===== src/core/exc_pkg.sv =====
// exception unit package: constants, states and encodings
// assumes a byte-wide memory port and a 20-bit address space
package exc_pkg;
  localparam int ADDR_W = 20;
  localparam int DATA_W = 8;
  localparam int MASK_W = 8;
  localparam int LEVEL_W = 3;
  localparam int SPECIAL_N = 6;
  localparam int SOFT_N = 4;
  localparam logic [ADDR_W-1:0] TABLE_STRIDE_SHIFT = 20'h00001;
  localparam logic [ADDR_W-1:0] CORR_OFFSET = 20'h00001;
  localparam logic [ADDR_W-1:0] PUSH_STEP = 20'h00001;
  localparam logic [ADDR_W-1:0] RESET_SP = 20'h00000;
  localparam logic [2:0] ENTRY_BYTES = 3'h5;
  localparam logic [3:0] SPECIAL_RESET_BIT = 4'h0;
  localparam logic [7:0] SPECIAL_VECTOR_BASE = 8'hf8;
  localparam logic [7:0] SOFT_VECTOR_BASE = 8'hf0;
  typedef enum logic [1:0] {
    INST_ORDINARY,
    INST_STRING,
    INST_SUM_PRODUCTS
  } inst_kind_t;
  typedef enum {
    ST_IDLE,
    ST_WAIT_INST,
    ST_ENTRY_PUSH,
    ST_ENTRY_LOAD,
    ST_CTX_NUMBER,
    ST_CTX_MASK,
    ST_CTX_POP,
    ST_CTX_CORR,
    ST_CTX_ADJUST
  } exc_state_t;
endpackage


===== src/core/priority_pick.sv =====
// request arbiter: picks the highest priority request of the cycle
// assumes requests are already synchronous to the core clock
`timescale 1ns/1ps
module priority_pick #(
  parameter int N = 8
) (
  // requests
  input wire logic [N-1:0] req,
  // result
  output logic any,
  output logic [$clog2(N)-1:0] index
);
  always_comb begin
    any = 1'b0;
    index = '0;
    for (int i = N - 1; i >= 0; i--) begin
      if (req[i]) begin
        any = 1'b1;
        index = i[$clog2(N)-1:0];
      end
    end
  end
endmodule


===== src/core/interrupt_and_context_restore.sv =====
// interrupt entry sequencer and task context restore engine
// assumes a one-cycle byte memory port and synchronous core handshakes
// Summary of operation
// RQ1: mask byte address is task number times two plus table base.
// RQ2: pop masked registers from stack; stack pointer stays unchanged meanwhile.
// RQ3: read correction byte at mask address plus one.
// RQ4: finally add correction byte to stack pointer.
// RQ5: six special sources nonmaskable; peripheral sources maskable.
// RQ6: maskable needs enable flag and level above processor level.
// RQ7: software interrupt, break, overflow, undefined raise on execution.
// RQ8: ordinary instruction completes, then priorities resolve, entry next cycle; code fixes the vector when the request is first seen in ST_IDLE.
// RQ9: string and sum-of-products instructions suspend mid-way for entry.
// RQ10: entry pushes old flags and program counter, loads interrupt registers.
// RQ11: after entry the service routine starts.
// RQ12: during entry only reset is accepted.
// RQ13: each mask bit selects one register for transfer.
// RQ14: first operand is a 16-bit address holding the task number.
// RQ15: mask bit order reverses the context save order.
// RQ16: suspended instructions resume from saved intermediate state.
`timescale 1ns/1ps
module interrupt_and_context_restore #(
  parameter int PERIPH_N = 8
) (
  // clock and reset
  input wire logic CLK,
  input wire logic RESET_N,
  // interrupt sources
  input wire logic [exc_pkg::SPECIAL_N-1:0] SPECIAL_REQ,
  input wire logic [PERIPH_N-1:0] PERIPH_REQ,
  input wire logic [PERIPH_N*exc_pkg::LEVEL_W-1:0] PERIPH_LEVEL,
  input wire logic [exc_pkg::SOFT_N-1:0] SOFT_EXEC,
  // processor state
  input wire logic ENABLE_FLAG,
  input wire logic [exc_pkg::LEVEL_W-1:0] PROCESSOR_PRIORITY_LEVEL,
  input wire logic [15:0] FLAG_REGISTER,
  input wire logic [exc_pkg::ADDR_W-1:0] PC,
  input wire logic [exc_pkg::ADDR_W-1:0] SP_IN,
  input wire exc_pkg::inst_kind_t INST_KIND,
  input wire logic INST_DONE,
  // context restore command
  input wire logic RESTORE_START,
  input wire logic [15:0] TASK_NUMBER_POINTER,
  input wire logic [exc_pkg::ADDR_W-1:0] CONTEXT_TABLE_BASE,
  // memory port
  output logic MEM_RD,
  output logic MEM_WR,
  output logic [exc_pkg::ADDR_W-1:0] MEM_ADDR,
  output logic [exc_pkg::DATA_W-1:0] MEM_WDATA,
  input wire logic [exc_pkg::DATA_W-1:0] MEM_RDATA,
  // results to the core
  output logic SUSPEND,
  output logic ENTRY_BUSY,
  output logic SERVICE_START,
  output logic [7:0] VECTOR,
  output logic [exc_pkg::ADDR_W-1:0] SP_OUT,
  output logic REG_LOAD,
  output logic [2:0] REG_INDEX,
  output logic RESTORE_DONE
);
  import exc_pkg::*;

  // ---------------------------------------------------------------
  // reset release and pin synchronisers
  // ---------------------------------------------------------------
  logic [1:0] rst_sync;
  logic rst_n;
  always_ff @(posedge CLK or negedge RESET_N) begin
    if (!RESET_N) begin
      rst_sync <= 2'h0;
    end else begin
      rst_sync <= {rst_sync[0], 1'b1};
    end
  end
  assign rst_n = rst_sync[1];

  logic [SPECIAL_N+PERIPH_N-1:0] pin_s1, pin_s2;
  always_ff @(posedge CLK or negedge rst_n) begin
    if (!rst_n) begin
      pin_s1 <= '0;
      pin_s2 <= '0;
    end else begin
      pin_s1 <= {PERIPH_REQ, SPECIAL_REQ};
      pin_s2 <= pin_s1;
    end
  end

  // ---------------------------------------------------------------
  // request qualification
  // ---------------------------------------------------------------
  logic [SPECIAL_N-1:0] special_q;
  logic [PERIPH_N-1:0] periph_q;
  assign special_q = pin_s2[SPECIAL_N-1:0]; // RQ5
  genvar g;
  generate
    for (g = 0; g < PERIPH_N; g++) begin : gen_mask
      assign periph_q[g] = pin_s2[SPECIAL_N+g] && ENABLE_FLAG
        && (PERIPH_LEVEL[g*LEVEL_W +: LEVEL_W] > PROCESSOR_PRIORITY_LEVEL); // RQ6
    end
  endgenerate

  logic sp_any, sw_any, pe_any;
  logic [$clog2(SPECIAL_N)-1:0] sp_idx;
  logic [$clog2(SOFT_N)-1:0] sw_idx;
  logic [$clog2(PERIPH_N)-1:0] pe_idx;
  priority_pick #(.N(SPECIAL_N)) u_sp (.req(special_q), .any(sp_any), .index(sp_idx));
  priority_pick #(.N(SOFT_N)) u_sw (.req(SOFT_EXEC), .any(sw_any), .index(sw_idx)); // RQ7
  priority_pick #(.N(PERIPH_N)) u_pe (.req(periph_q), .any(pe_any), .index(pe_idx));

  logic reset_req;
  assign reset_req = special_q[SPECIAL_RESET_BIT[$clog2(SPECIAL_N)-1:0]];

  // ---------------------------------------------------------------
  // state
  // ---------------------------------------------------------------
  typedef struct packed {
    exc_state_t st;
    logic [2:0] cnt;
    logic [ADDR_W-1:0] addr;
    logic [ADDR_W-1:0] sp;
    logic [MASK_W-1:0] mask;
    logic [7:0] vec;
    logic [39:0] save;
    logic suspended;
  } state_t;
  state_t s_reg, s_next;

  logic irq_any;
  logic [7:0] irq_vec;
  always_comb begin
    irq_any = sp_any || sw_any || pe_any;
    if (sp_any) begin
      irq_vec = SPECIAL_VECTOR_BASE + 8'(sp_idx);
    end else if (sw_any) begin
      irq_vec = SOFT_VECTOR_BASE + 8'(sw_idx);
    end else begin
      irq_vec = 8'(pe_idx);
    end
  end

  always_comb begin
    s_next = s_reg;
    unique case (s_reg.st)
      ST_IDLE: begin
        if (irq_any) begin
          if (INST_KIND != INST_ORDINARY) begin
            s_next.suspended = 1'b1; // RQ9 RQ16
            s_next.st = ST_ENTRY_PUSH;
          end else begin
            s_next.st = INST_DONE ? ST_ENTRY_PUSH : ST_WAIT_INST; // RQ8
          end
          s_next.vec = irq_vec;
          s_next.sp = SP_IN;
          s_next.save = {FLAG_REGISTER, 4'h0, PC}; // RQ10
          s_next.cnt = '0;
        end else if (RESTORE_START) begin
          s_next.addr = {4'h0, TASK_NUMBER_POINTER}; // RQ14
          s_next.sp = SP_IN;
          s_next.st = ST_CTX_NUMBER;
        end
      end
      ST_WAIT_INST: begin
        if (INST_DONE) begin
          s_next.st = ST_ENTRY_PUSH; // RQ8
          s_next.save = {FLAG_REGISTER, 4'h0, PC};
        end
      end
      ST_ENTRY_PUSH: begin
        s_next.sp = s_reg.sp - PUSH_STEP; // RQ10
        s_next.save = {s_reg.save[31:0], 8'h00};
        s_next.cnt = s_reg.cnt + 3'h1;
        if (s_next.cnt == ENTRY_BYTES) begin
          s_next.st = ST_ENTRY_LOAD;
        end
      end
      ST_ENTRY_LOAD: begin
        s_next.st = ST_IDLE; // RQ11
        s_next.suspended = 1'b0;
      end
      ST_CTX_NUMBER: begin
        s_next.addr = (ADDR_W'(MEM_RDATA) << TABLE_STRIDE_SHIFT) + CONTEXT_TABLE_BASE; // RQ1
        s_next.st = ST_CTX_MASK;
      end
      ST_CTX_MASK: begin
        s_next.mask = MEM_RDATA; // RQ1
        s_next.cnt = '0;
        s_next.st = ST_CTX_POP;
      end
      ST_CTX_POP: begin
        s_next.cnt = s_reg.cnt + 3'h1; // RQ13
        if (s_reg.cnt == 3'h7) begin
          s_next.st = ST_CTX_CORR;
        end
      end
      ST_CTX_CORR: begin
        s_next.st = ST_CTX_ADJUST;
      end
      ST_CTX_ADJUST: begin
        s_next.sp = s_reg.sp + ADDR_W'(MEM_RDATA); // RQ4
        s_next.st = ST_IDLE;
      end
      default: s_next.st = ST_IDLE;
    endcase
    if (reset_req && s_reg.st != ST_IDLE) begin
      s_next.st = ST_IDLE; // RQ12
      s_next.sp = RESET_SP;
      s_next.suspended = 1'b0;
    end
  end

  always_ff @(posedge CLK or negedge rst_n) begin
    if (!rst_n) begin
      s_reg <= '{st: ST_IDLE, default: '0};
    end else begin
      s_reg <= s_next;
    end
  end

  // ---------------------------------------------------------------
  // outputs
  // ---------------------------------------------------------------
  logic pop_sel;
  logic [2:0] pop_reg;
  assign pop_reg = 3'h7 - s_reg.cnt; // RQ15
  assign pop_sel = s_reg.mask[s_reg.cnt];
  // pop address counts bytes selected so far; sp itself is untouched
  logic [ADDR_W-1:0] pop_off;
  always_comb begin
    pop_off = '0;
    for (int i = 0; i < MASK_W; i++) begin
      if (i < s_reg.cnt && s_reg.mask[i]) begin
        pop_off = pop_off + PUSH_STEP;
      end
    end
  end

  always_comb begin
    MEM_RD = 1'b0;
    MEM_WR = 1'b0;
    MEM_ADDR = s_reg.addr;
    MEM_WDATA = s_reg.save[39:32];
    unique case (s_reg.st)
      ST_ENTRY_PUSH: begin
        MEM_WR = 1'b1;
        MEM_ADDR = s_reg.sp - PUSH_STEP;
      end
      ST_CTX_NUMBER, ST_CTX_MASK: MEM_RD = 1'b1;
      ST_CTX_POP: begin
        MEM_RD = pop_sel; // RQ2
        MEM_ADDR = s_reg.sp + pop_off;
      end
      ST_CTX_CORR, ST_CTX_ADJUST: begin
        MEM_RD = 1'b1;
        MEM_ADDR = s_reg.addr + CORR_OFFSET; // RQ3
      end
      default: ;
    endcase
  end

  assign SUSPEND = s_reg.suspended;
  assign ENTRY_BUSY = s_reg.st == ST_ENTRY_PUSH || s_reg.st == ST_ENTRY_LOAD;
  assign SERVICE_START = s_reg.st == ST_ENTRY_LOAD;
  assign VECTOR = s_reg.vec;
  assign SP_OUT = s_reg.sp;
  assign REG_LOAD = s_reg.st == ST_CTX_POP && pop_sel;
  assign REG_INDEX = pop_reg;
  assign RESTORE_DONE = s_reg.st == ST_CTX_ADJUST;
endmodule


===== config.mk =====
export PLATFORM = sky130hd
export DESIGN_NAME = interrupt_and_context_restore
export DESIGN_NICKNAME = d
export VERILOG_FILES = /design/src/core/exc_pkg.sv /design/src/core/priority_pick.sv /design/src/core/interrupt_and_context_restore.sv
export SDC_FILE = /design/constraint.sdc
export NUM_CORES = 1
export LEC_CHECK = 0
export BUFFER_PORTS_ARGS = -buffer_cell sky130_fd_sc_hd__buf_2
export CORE_ASPECT_RATIO = 0.6
export CORE_UTILIZATION = 30
export CTS_BUF_LIST = sky130_fd_sc_hd__clkbuf_8
export DETAILED_ROUTE_END_ITERATION = 6
export SLEW_MARGIN = 30
export SYNTH_ARGS = -nofsm -noshare
export SYNTH_HDL_FRONTEND = slang
export SYNTH_HIERARCHICAL = 1
export SYNTH_SLANG_ARGS = --single-unit

===== constraint.sdc =====
create_clock -name CLK -period 8 [get_ports CLK]
set_input_delay 1.2 -clock CLK [delete_from_list [all_inputs] [get_ports CLK]]
set_output_delay 1.2 -clock CLK [all_outputs]
set_load 0.005 [all_outputs]

* Word-level counts from Yosys, hierarchy flattened
Cells that the tools add are included.
Storage, ports and cells: input bits 152, word-level logic and storage cells 185, bits in registers 162
Operators by class: eq/ne operators 24, reductions and logical operators 46, magnitude comparators 16, muxes and demuxes 73, add/sub/neg operators 15
Operator list (number):
- $pmux 32 s7 | 1
- $eq 32x3->1 const B | 6
- $mux 32 | 6
- $mux 20 | 9
- $add 20x1->20 const B | 7
- $pmux 20 s3 | 2
- $pmux 40 s3 | 1
- $mux 40 | 2
- $eq 32x2->1 const B | 2
- $eq 32x4->1 const B | 2
- $mux 3 | 15
- $mux 41 | 1
- $pmux 20 s2 | 1
- $eq 32x1->1 const B | 1
- $eq 32x5->1 const B | 1
- $logic_not 32->1 | 1
- $reduce_bool 32->1 | 1
- $logic_and 1x1->1 | 25
- $gt 3x3->1 | 8
- $mux 1 | 23
- $add 20x20->20 | 1
- $add 20x8->20 | 1
- $add 9x20->20 | 1
- $sub 20x1->20 const B | 1
- 26 further kinds | 55

* Depth between registers and ports, before layout
Gate-level depths: netlist of the first run.
depth after elaboration 17, mapped depth 24, gate-level depth less buffers 23

* Modules after synthesis
The synthesis of the first run kept the hierarchy.
By module, submodules not included:
- interrupt_and_context_restore | sequential area each 3278.1 um^2, area each 9678.0 um^2, cells an instance 1166, instances 1
- priority_pick (u_pe) | sequential area each 0.0 um^2, area each 80.1 um^2, cells an instance 13, instances 1
- priority_pick (u_sp) | sequential area each 0.0 um^2, area each 57.6 um^2, cells an instance 10, instances 1
- priority_pick (u_sw) | sequential area each 0.0 um^2, area each 35.0 um^2, cells an instance 7, instances 1

* Worst setup path after synthesis of the first run
OpenSTA, ideal clock, no wires.
kind register -> output, start register s_reg[98] (netlist bit), end output port MEM_ADDR[10] (netlist bit), buffers on the path 1, required time 6800 ps, stages on the path, launching flop included 23, arrival time 5079 ps, setup slack 1721 ps, cell sequence dfrtp_1 > clkbuf_1 > o31a_1 > ha_1 > xnor2_1 > ha_1 > nand2_1 > o31ai_1 > ha_1 > mux2_2 > ha_1 > mux2_2 > ha_1 > nor2_1 > or2_2 > fa_1 > nor2b_1 > o31a_1 > o21a_1 > nand2_1 > xnor2_1 > a221o_1 > o21a_1
Between the ends: cells in the longest elaborated chain, start to end 17
Ends and longest elaborated chain:
- start: declaration | RTL line interrupt_and_context_restore.sv:125 | state_t s_reg, s_next;
- start signal: assignment | RTL line interrupt_and_context_restore.sv:214 | s_reg <= s_next;
- $lt 1x3->1 | RTL line interrupt_and_context_restore.sv:230 | if (i < s_reg.cnt && s_reg.mask[i]) begin
- $logic_and 1x1->1 | RTL line interrupt_and_context_restore.sv:230
- $mux 1 | RTL line interrupt_and_context_restore.sv:230
- $add 20x1->20 | RTL line interrupt_and_context_restore.sv:231 | pop_off = pop_off + PUSH_STEP;
- $mux 20 | RTL line interrupt_and_context_restore.sv:230
- $add 20x1->20 | RTL line interrupt_and_context_restore.sv:231
- $mux 20 | RTL line interrupt_and_context_restore.sv:230
- $add 20x1->20 | RTL line interrupt_and_context_restore.sv:231
- $mux 20 | RTL line interrupt_and_context_restore.sv:230
- $add 20x1->20 | RTL line interrupt_and_context_restore.sv:231
- $mux 20 | RTL line interrupt_and_context_restore.sv:230
- $add 20x1->20 | RTL line interrupt_and_context_restore.sv:231
- $mux 20 | RTL line interrupt_and_context_restore.sv:230
- $add 20x1->20 | RTL line interrupt_and_context_restore.sv:231
- $mux 20 * | RTL line interrupt_and_context_restore.sv:230
- $add 20x20->20 * | RTL line interrupt_and_context_restore.sv:249 | MEM_ADDR = s_reg.sp + pop_off;
- $pmux 20 s3 * | RTL line interrupt_and_context_restore.sv:241 | unique case (s_reg.st)
- end: declaration | RTL line interrupt_and_context_restore.sv:47 | output logic [exc_pkg::ADDR_W-1:0] MEM_ADDR,
Mark *: on every way between the ends. The rest lies on a longest branch, timed or not.

* Worst setup path after layout of the first run
start register s_reg[98] (netlist bit), end output port MEM_ADDR[9] (netlist bit)
Same word-level chain as after synthesis.

==> impl_metrics.tcl, run 1 <==
set metrics [dict create \
    grt_setup_unrepaired "no" \
    largest_reg_flops 67 \
    critPathMaxFanout 13 \
    route.detailed.drc 0 \
    synth_area_um2 9850 \
    root_buffer "clkbuf_8" \
    grt_pass1_wl_mm 51.2 \
    cts_resized 0 \
    dpl_worst_slack_ns 1.04 \
    min_path_type "reg2reg" \
    placed_area_um2 11000 \
    p_total_w 0.00327 \
    finalSetupViolations 0 \
    cts_tree "done" \
    synth_cell_type_count 78 \
    ctsHoldBuffers 0 \
    r2r_slack_ns 4.22 \
    wire_per_inst_um 18.8 \
    num_vias 9652 \
    critical_path_arrival_ns 6.36 \
    seq_power_share_pct 33.4 \
    dr.pass1.iters 5 \
    max-vdd-ir-drop_uv 117 \
    setup_tns_ns 0 \
    drive_above_1_share_pct 21.5 \
    core-area_um2 31700 \
    ant_nets 0 \
    grt_pass1_vias 8944 \
    stdcell_area_um2 11400 \
    clkLatencyLatePin_ns 0.49 \
    dpl.hpwl_mm 25.9 \
    crit_required_ns 6.80 \
    fin_nets 1555 \
    synth_flop_cell "dfrtp_1" \
    power_density_nw_per_um2 286 \
    cts_buffer_depth 2 \
    hold_viol 0 \
    synthToLayoutAreaGrowth_pct 16.1 \
    synth_warnings 6 \
    antenna_found_initial 0 \
    rows 50 \
    maxCapViolations 0 \
    cp-end-kind "primary output" \
    p_clk_share_pct 18.9 \
    synth_cells 1196 \
    r2r_end "SP_OUT[17]" \
    status "completed" \
    synth_edf_count 0 \
    portBuffers 217 \
    p_sw_w 0.00151 \
    grt_max_degree 71 \
    whs_path_depth 0 \
    syn_avg_cell_area_um2 8.24 \
    setup_slack_ns 0.442 \
    reg2reg_depth 8 \
    grt-ovfl-total 0 \
    dr.first_iter.drc_count 978 \
    die_w_um 236 \
    p_int_w 0.00176 \
    cts.htree.levels 4 \
    routed_wl_mm 33.4 \
    ys_async_sr_fraction_pct 100 \
    post-route-period-util_pct 94.5 \
    worst_pin_slew_ns 0.980 \
    final_core_util_pct 36.1 \
    worstReg2RegStart "s_reg[100]" \
    relSlewSlack_pct 34.2 \
    io_pins 218 \
    switching_share_pct 46.1 \
    die_y_um 142 \
    combPwrFrac_pct 47.6 \
    critical_path_class "reg2out" \
    yosysSeqAreaShare_pct 33.3 \
    dieArea_um2 33600 \
    ys_seq_elements 131 \
    drv_slew 0 \
    fin_skew_ns 0.0248 \
    fmax_ghz 0.132 \
    clkSinkCount 131 \
    post_drt_via_cell_ratio 5.45 \
    hold_path_startpoint "pin_s1[6]" \
    grt_usage_pct 19.9 \
    initial_core_util_pct 31.1 \
    period_needed_ns 7.56 \
    post-cts-setup-buffers 0 \
    gp_congestion 0.947 \
    nFillCells 3334 \
    min_to "pin_s2[6]" \
    leakagePower_nw 5.22 \
    start_kind "flop" \
    cts_made_buffers 17 \
    antenna_cells 0 \
    path_clk_slew_ns 0.08 \
]
-- routing by layer --
metal  global-route usage, %  share of wire [%]  up-vias
met5                       0                  0        -
met4                    5.71                2.1        0
met3                    5.55                8.8       50
met2                    28.7                 41      398
met1                    28.6                 48     4630
li1                        -                  -     4574
-- power groups by stage --
stage	clock, W	sequential (W)	combinational (W)
finish	0.000620	0.00109	0.00156
detailed placement	0	0.00110	0.00154
floorplan	0	0.000963	0.00122
global route	0.000668	0.00113	0.00171
global placement	0	0.00109	0.00152
CTS	0.000641	0.00109	0.00155
-- synthesized netlist by cell type (4+ instances only) --
| master | number | area [um2] |
|---|---|---|
| a211oi_1 | 8 | 60.1 |
| a21o_1 | 23 | 173 |
| a21oi_1 | 80 | 400 |
| a221o_1 | 5 | 50.1 |
| a221oi_1 | 7 | 61.3 |
| a22o_1 | 10 | 87.6 |
| a22oi_1 | 5 | 37.5 |
| a311oi_1 | 8 | 70.1 |
| a31oi_1 | 40 | 250 |
| and2_1 | 4 | 25.0 |
| and3_1 | 9 | 56.3 |
| buf_1 | 7 | 26.3 |
| buf_2 | 7 | 35.0 |
| buf_4 | 36 | 270 |
| clkbuf_1 | 45 | 169 |
| dfrtp_1 | 131 | 3280 |
| ha_1 | 57 | 713 |
| inv_1 | 39 | 146 |
| mux2_2 | 13 | 146 |
| mux2i_1 | 13 | 130 |
| nand2_1 | 168 | 631 |
| nand2b_1 | 17 | 106 |
| nand3_1 | 29 | 145 |
| nand4_1 | 17 | 106 |
| nor2_1 | 105 | 394 |
| nor2b_1 | 15 | 93.8 |
| nor3_1 | 27 | 135 |
| nor3b_1 | 4 | 30.0 |
| nor4_1 | 10 | 62.6 |
| o211ai_1 | 14 | 105 |
| o21a_1 | 15 | 113 |
| o21ai_0 | 72 | 360 |
| o21ai_1 | 5 | 25.0 |
| o21bai_1 | 5 | 37.5 |
| o22ai_1 | 10 | 62.6 |
| o31a_1 | 4 | 35.0 |
| o31ai_1 | 6 | 45.0 |
| o32ai_1 | 5 | 43.8 |
| or3_1 | 11 | 68.8 |
| xnor2_1 | 37 | 324 |
| xor2_1 | 17 | 149 |
-- through the flow --
| step | hold slack (ns) | std cells |
|---|---|---|
| final | 0.355 | 1772 |
| after global routing | 0.356 | 1772 |
| after CTS | 0.357 | 1772 |
| after detailed placement | 0.336 | 1740 |
| after global placement | 0.334 | 1739 |
| after floorplan | 0.331 | 1197 |
-- worst max-delay path, cell delays in order (launching register included) --
cell and delay, ns:
dfrtp_1 0.55, o31a_1 0.35, ha_1 0.35, xnor2_1 0.15, ha_1 0.27, nand2_1 0.04, o31ai_1 0.14, ha_1 0.35
mux2_2 0.29, ha_1 0.19, nand4_1 0.12, xor2_1 0.18, xnor2_1 0.20, nand4_1 0.16, xor2_1 0.18, ha_1 0.37
a21o_1 0.20, a22o_1 0.25, o211ai_1 0.59, mux2_2 0.41, a222oi_1 0.25, a21oi_1 0.11, buf_2 0.18
-- layout by cell type, fill, tap and decap left out, types with 5 or more instances in the layout --
master,n
a211oi_1,8
a21o_1,23
a21oi_1,80
a221o_1,5
a221oi_1,6
a22o_1,10
a22oi_1,5
a311oi_1,8
a31oi_1,40
and3_1,9
buf_2,217
buf_4,6
clkbuf_8,17
dfrtp_1,130
ha_1,57
inv_1,41
mux2_2,13
mux2i_1,13
nand2_1,168
nand2b_1,17
nand3_1,29
nand4_1,17
nor2_1,104
nor2b_1,15
nor3_1,27
nor4_1,10
o211ai_1,14
o21a_1,15
o21ai_0,72
o21ai_1,5
o22ai_1,10
o31ai_1,6
o32ai_1,5
or3_1,11
xnor2_1,37
xor2_1,17
-- worst max path at each step --
stage              endpoint  depth (start not counted)      start
3_3_place_gp    MEM_ADDR[9]                         22  s_reg[98]
2_1_floorplan  MEM_ADDR[10]                         22  s_reg[98]
5_1_grt         MEM_ADDR[9]                         22  s_reg[98]
3_5_place_dp    MEM_ADDR[9]                         22  s_reg[98]
6_report        MEM_ADDR[9]                         22  s_reg[98]
4_1_cts         MEM_ADDR[9]                         22  s_reg[98]
-- area by class of cell --
class / count / area, um2 / area share, %
Sequential cell: 131 / 3280 / 28.7
Inverter: 41 / 166 / 1.46
Timing Repair Buffer: 224 / 1140 / 9.99
Clock inverter: 15 / 180 / 1.58
Tap cell: 416 / 520 / 4.55
Multi-Input combinational cell: 928 / 5910 / 51.7
Clock buffer: 17 / 234 / 2.05
-- kinds of logic (layout without fill, tap and decap cells) --
kind of cell    Yosys count  in the layout  synth area share [%]
compound gates          346            346                  23.0
xor+xnor                 54             54                  4.80
fa+ha+maj                60             60                  7.85
buf+inv                 138            297                  7.00
flops                   131            131                  33.3
mux                      28             28                  3.26
other cells               2              3                0.0762
simple gates            437            437                  20.7
Power figures use the tool's default switching activity.
==> inputs of run 2 (changes only) <==
CORE_UTILIZATION = 45   (was 30)
PLACE_DENSITY = 0.68   (was not set)
SYNTH_HIERARCHICAL = not set   (was 1)
==> run 2 against run 1 <==
Net effect: critical path depth did not move; hold slack got worse by 0.0044 ns; design area rose by 0.57%; maximum frequency fell by 0.41%; largest power group unchanged; sequential power barely moved; largest cell class unchanged; area after synthesis rose by 1.8%; global-route usage rose by 7.8 points; critical path type unchanged; combinational power fell by 8%; worst setup slack got worse by 0.031 ns; non-clock buffer count rose by 5; utilization rose by 18 points; total power fell by 3.6%.
==> impl_metrics.tcl, run 2 <==
set metrics [dict create \
    critPathMaxFanout 13 \
    critical_path_class "reg2out" \
    stdcell_area_um2 11500 \
    hold_path_startpoint "pin_s1[9]" \
    fin_nets 1532 \
    period_needed_ns 7.59 \
    clkSinkCount 131 \
    status "completed" \
    grt_max_degree 72 \
    synth_flop_cell "dfrtp_1" \
    ys_seq_elements 131 \
    cts_made_buffers 17 \
    io_pins 218 \
    maxCapViolations 0 \
    path_clk_slew_ns 0.09 \
    grt-ovfl-total 0 \
    wire_per_inst_um 19.7 \
    gp_congestion 0.963 \
    fmax_ghz 0.132 \
    r2r_slack_ns 4.49 \
    worstReg2RegStart "s_reg[101]" \
    dr.first_iter.drc_count 956 \
    synth_cell_type_count 75 \
    layout_common_cells "217 x buf_2, 130 x dfrtp_1, 115 x o21ai_0" \
    min_path_type "reg2reg" \
    initial_core_util_pct 46.8 \
    dieArea_um2 22900 \
    cts_buffer_depth 2 \
    routed_wl_mm 31.7 \
    grt_setup_unrepaired "no" \
    fin_skew_ns 0.0183 \
    post-route-period-util_pct 94.9 \
    max-vdd-ir-drop_uv 155 \
    dpl.hpwl_mm 24.1 \
    synth_warnings 0 \
    portBuffers 217 \
    yosys.area.top_type "dfrtp_1" \
    critical_path_arrival_ns 6.39 \
    cts_tree "done" \
    syn_avg_cell_area_um2 8.55 \
    whs_ns 0.351 \
    synth_area_um2 10000 \
    rows 41 \
    worst_pin_slew_ns 0.877 \
    synthToLayoutAreaGrowth_pct 14.7 \
    leakagePower_nw 5.20 \
    reg2reg_depth 8 \
    drv_slew 0 \
    cp-end-kind "primary output" \
    dr.pass1.iters 5 \
    core-area_um2 21400 \
    ant_nets 0 \
    relSlewSlack_pct 41.3 \
    clkLatencyLatePin_ns 0.47 \
    largest_reg_flops 67 \
    route.detailed.drc 0 \
    min_to "pin_s2[9]" \
    final_core_util_pct 53.6 \
    post-cts-setup-buffers 0 \
    r2r_end "SP_OUT[7]" \
    ctsHoldBuffers 0 \
    drive_above_1_share_pct 23.0 \
    die_w_um 195 \
    yosysSeqAreaShare_pct 32.7 \
    synth_cells 1173 \
    ys_async_sr_fraction_pct 100 \
    final_common_cell "buf_2" \
    cts_resized 0 \
    crit_required_ns 6.80 \
    grt_usage_pct 27.7 \
    root_buffer "clkbuf_8" \
    synth_common_cells "131 x dfrtp_1, 115 x o21ai_0, 90 x nand2_1" \
    antenna_found_initial 2 \
    finalSetupViolations 0 \
    setup_tns_ns 0 \
    grt_pass1_vias 8788 \
    cts.htree.levels 4 \
    synthTopCellsByArea "dfrtp_1 33%, ha_1 7.1%, o21ai_0 5.7%" \
    start_kind "flop" \
    post_drt_via_cell_ratio 6.02 \
    hold_viol 0 \
    grt_pass1_wl_mm 49.7 \
    synth_most_common_cell "dfrtp_1" \
    power_density_nw_per_um2 274 \
    placed_area_um2 11000 \
    synth_edf_count 0 \
    whs_path_depth 0 \
    synth_top_area_share_pct 32.7 \
    antenna_cells 0 \
    num_vias 9703 \
    die_y_um 118 \
]
[run 2: cell types whose count changed after synthesis, moves of 16 or more]
cell     change
nand2_1     -78
a31oi_1     -26
nand3_1     +27
a21oi_1     -23
mux2i_1     +19
o31ai_1     +16
o21ai_0     +43
nor2_1      -22
[run 2: how the worst max path moves through the flow]
stage	from	to	slack, ns
6_report	s_reg[98]	MEM_ADDR[13]	0.41
5_1_grt	s_reg[98]	MEM_ADDR[13]	0.02
4_1_cts	s_reg[98]	MEM_ADDR[12]	0.43
3_5_place_dp	s_reg[98]	MEM_ADDR[12]	0.96
3_3_place_gp	s_reg[99]	MEM_ADDR[13]	1.13
2_1_floorplan	s_reg[98]	MEM_ADDR[12]	1.56
[run 2: final cells by class]
| cell class | count | area (um2) |
|---|---|---|
| Clock buffer | 17 | 234 |
| Clock inverter | 15 | 195 |
| Fill cell | 2032 | 9940 |
| Inverter | 42 | 158 |
| Multi-Input combinational cell | 899 | 6080 |
| Sequential cell | 131 | 3280 |
| Tap cell | 279 | 349 |
| Timing Repair Buffer | 229 | 1200 |
[run 2: cells by family after synthesis]
| group | after synthesis | synth area share (%) |
|---|---|---|
| XOR/XNOR | 56 | 4.89 |
| buffers and inverters | 144 | 6.97 |
| multiplexers | 52 | 5.66 |
| other | 2 | 0.0749 |
| AO/OA/AOI/OAI | 361 | 23.3 |
| flip-flops | 131 | 32.7 |
| AND/OR/NAND/NOR | 367 | 18.7 |
| adder cells (fa/ha/maj) | 60 | 7.71 |
[run 2: report_power, final]
part	internal, W	switching (W)	total (W)
clock network	0.000316	0.000304	0.000620
registers	0.000835	0.000261	0.00110
logic	0.000611	0.000828	0.00144
total	0.00176	0.00139	0.00316
[run 2: worst max-delay path: stages, from the launching register on]
cell and delay [ns]:
dfrtp_1 0.53, o31a_1 0.35, ha_1 0.34, xnor2_1 0.18
ha_1 0.24, nand2_1 0.06, o31ai_1 0.12, ha_1 0.34
mux2_2 0.29, ha_1 0.28, mux2_2 0.30, ha_1 0.30
nor4_1 0.45, nor2_1 0.11, ha_1 0.32, a211oi_1 0.09
o21ai_0 0.24, nand4_1 0.19, or2_2 0.41, nor2_1 0.14
xnor2_1 0.07, o21ai_0 0.37, buf_2 0.20
[run 2: through the flow]
step	instances	setup slack, ns	power (W)
CTS	1610	0.434	0.00313
floorplan	1174	1.56	0.00209
global placement	1578	1.13	0.00248
detailed placement	1578	0.962	0.00250
global route	1612	0.0197	0.00337
finish	1612	0.411	0.00316
[run 2: layer usage]
metal	routed length (um)	vias to the layer above	global-route usage, %
met5	8	-	0
met4	227	2	5.36
met3	3590	22	7.13
met2	12000	491	35.6
met1	15900	4596	45.0
li1	-	4592	-
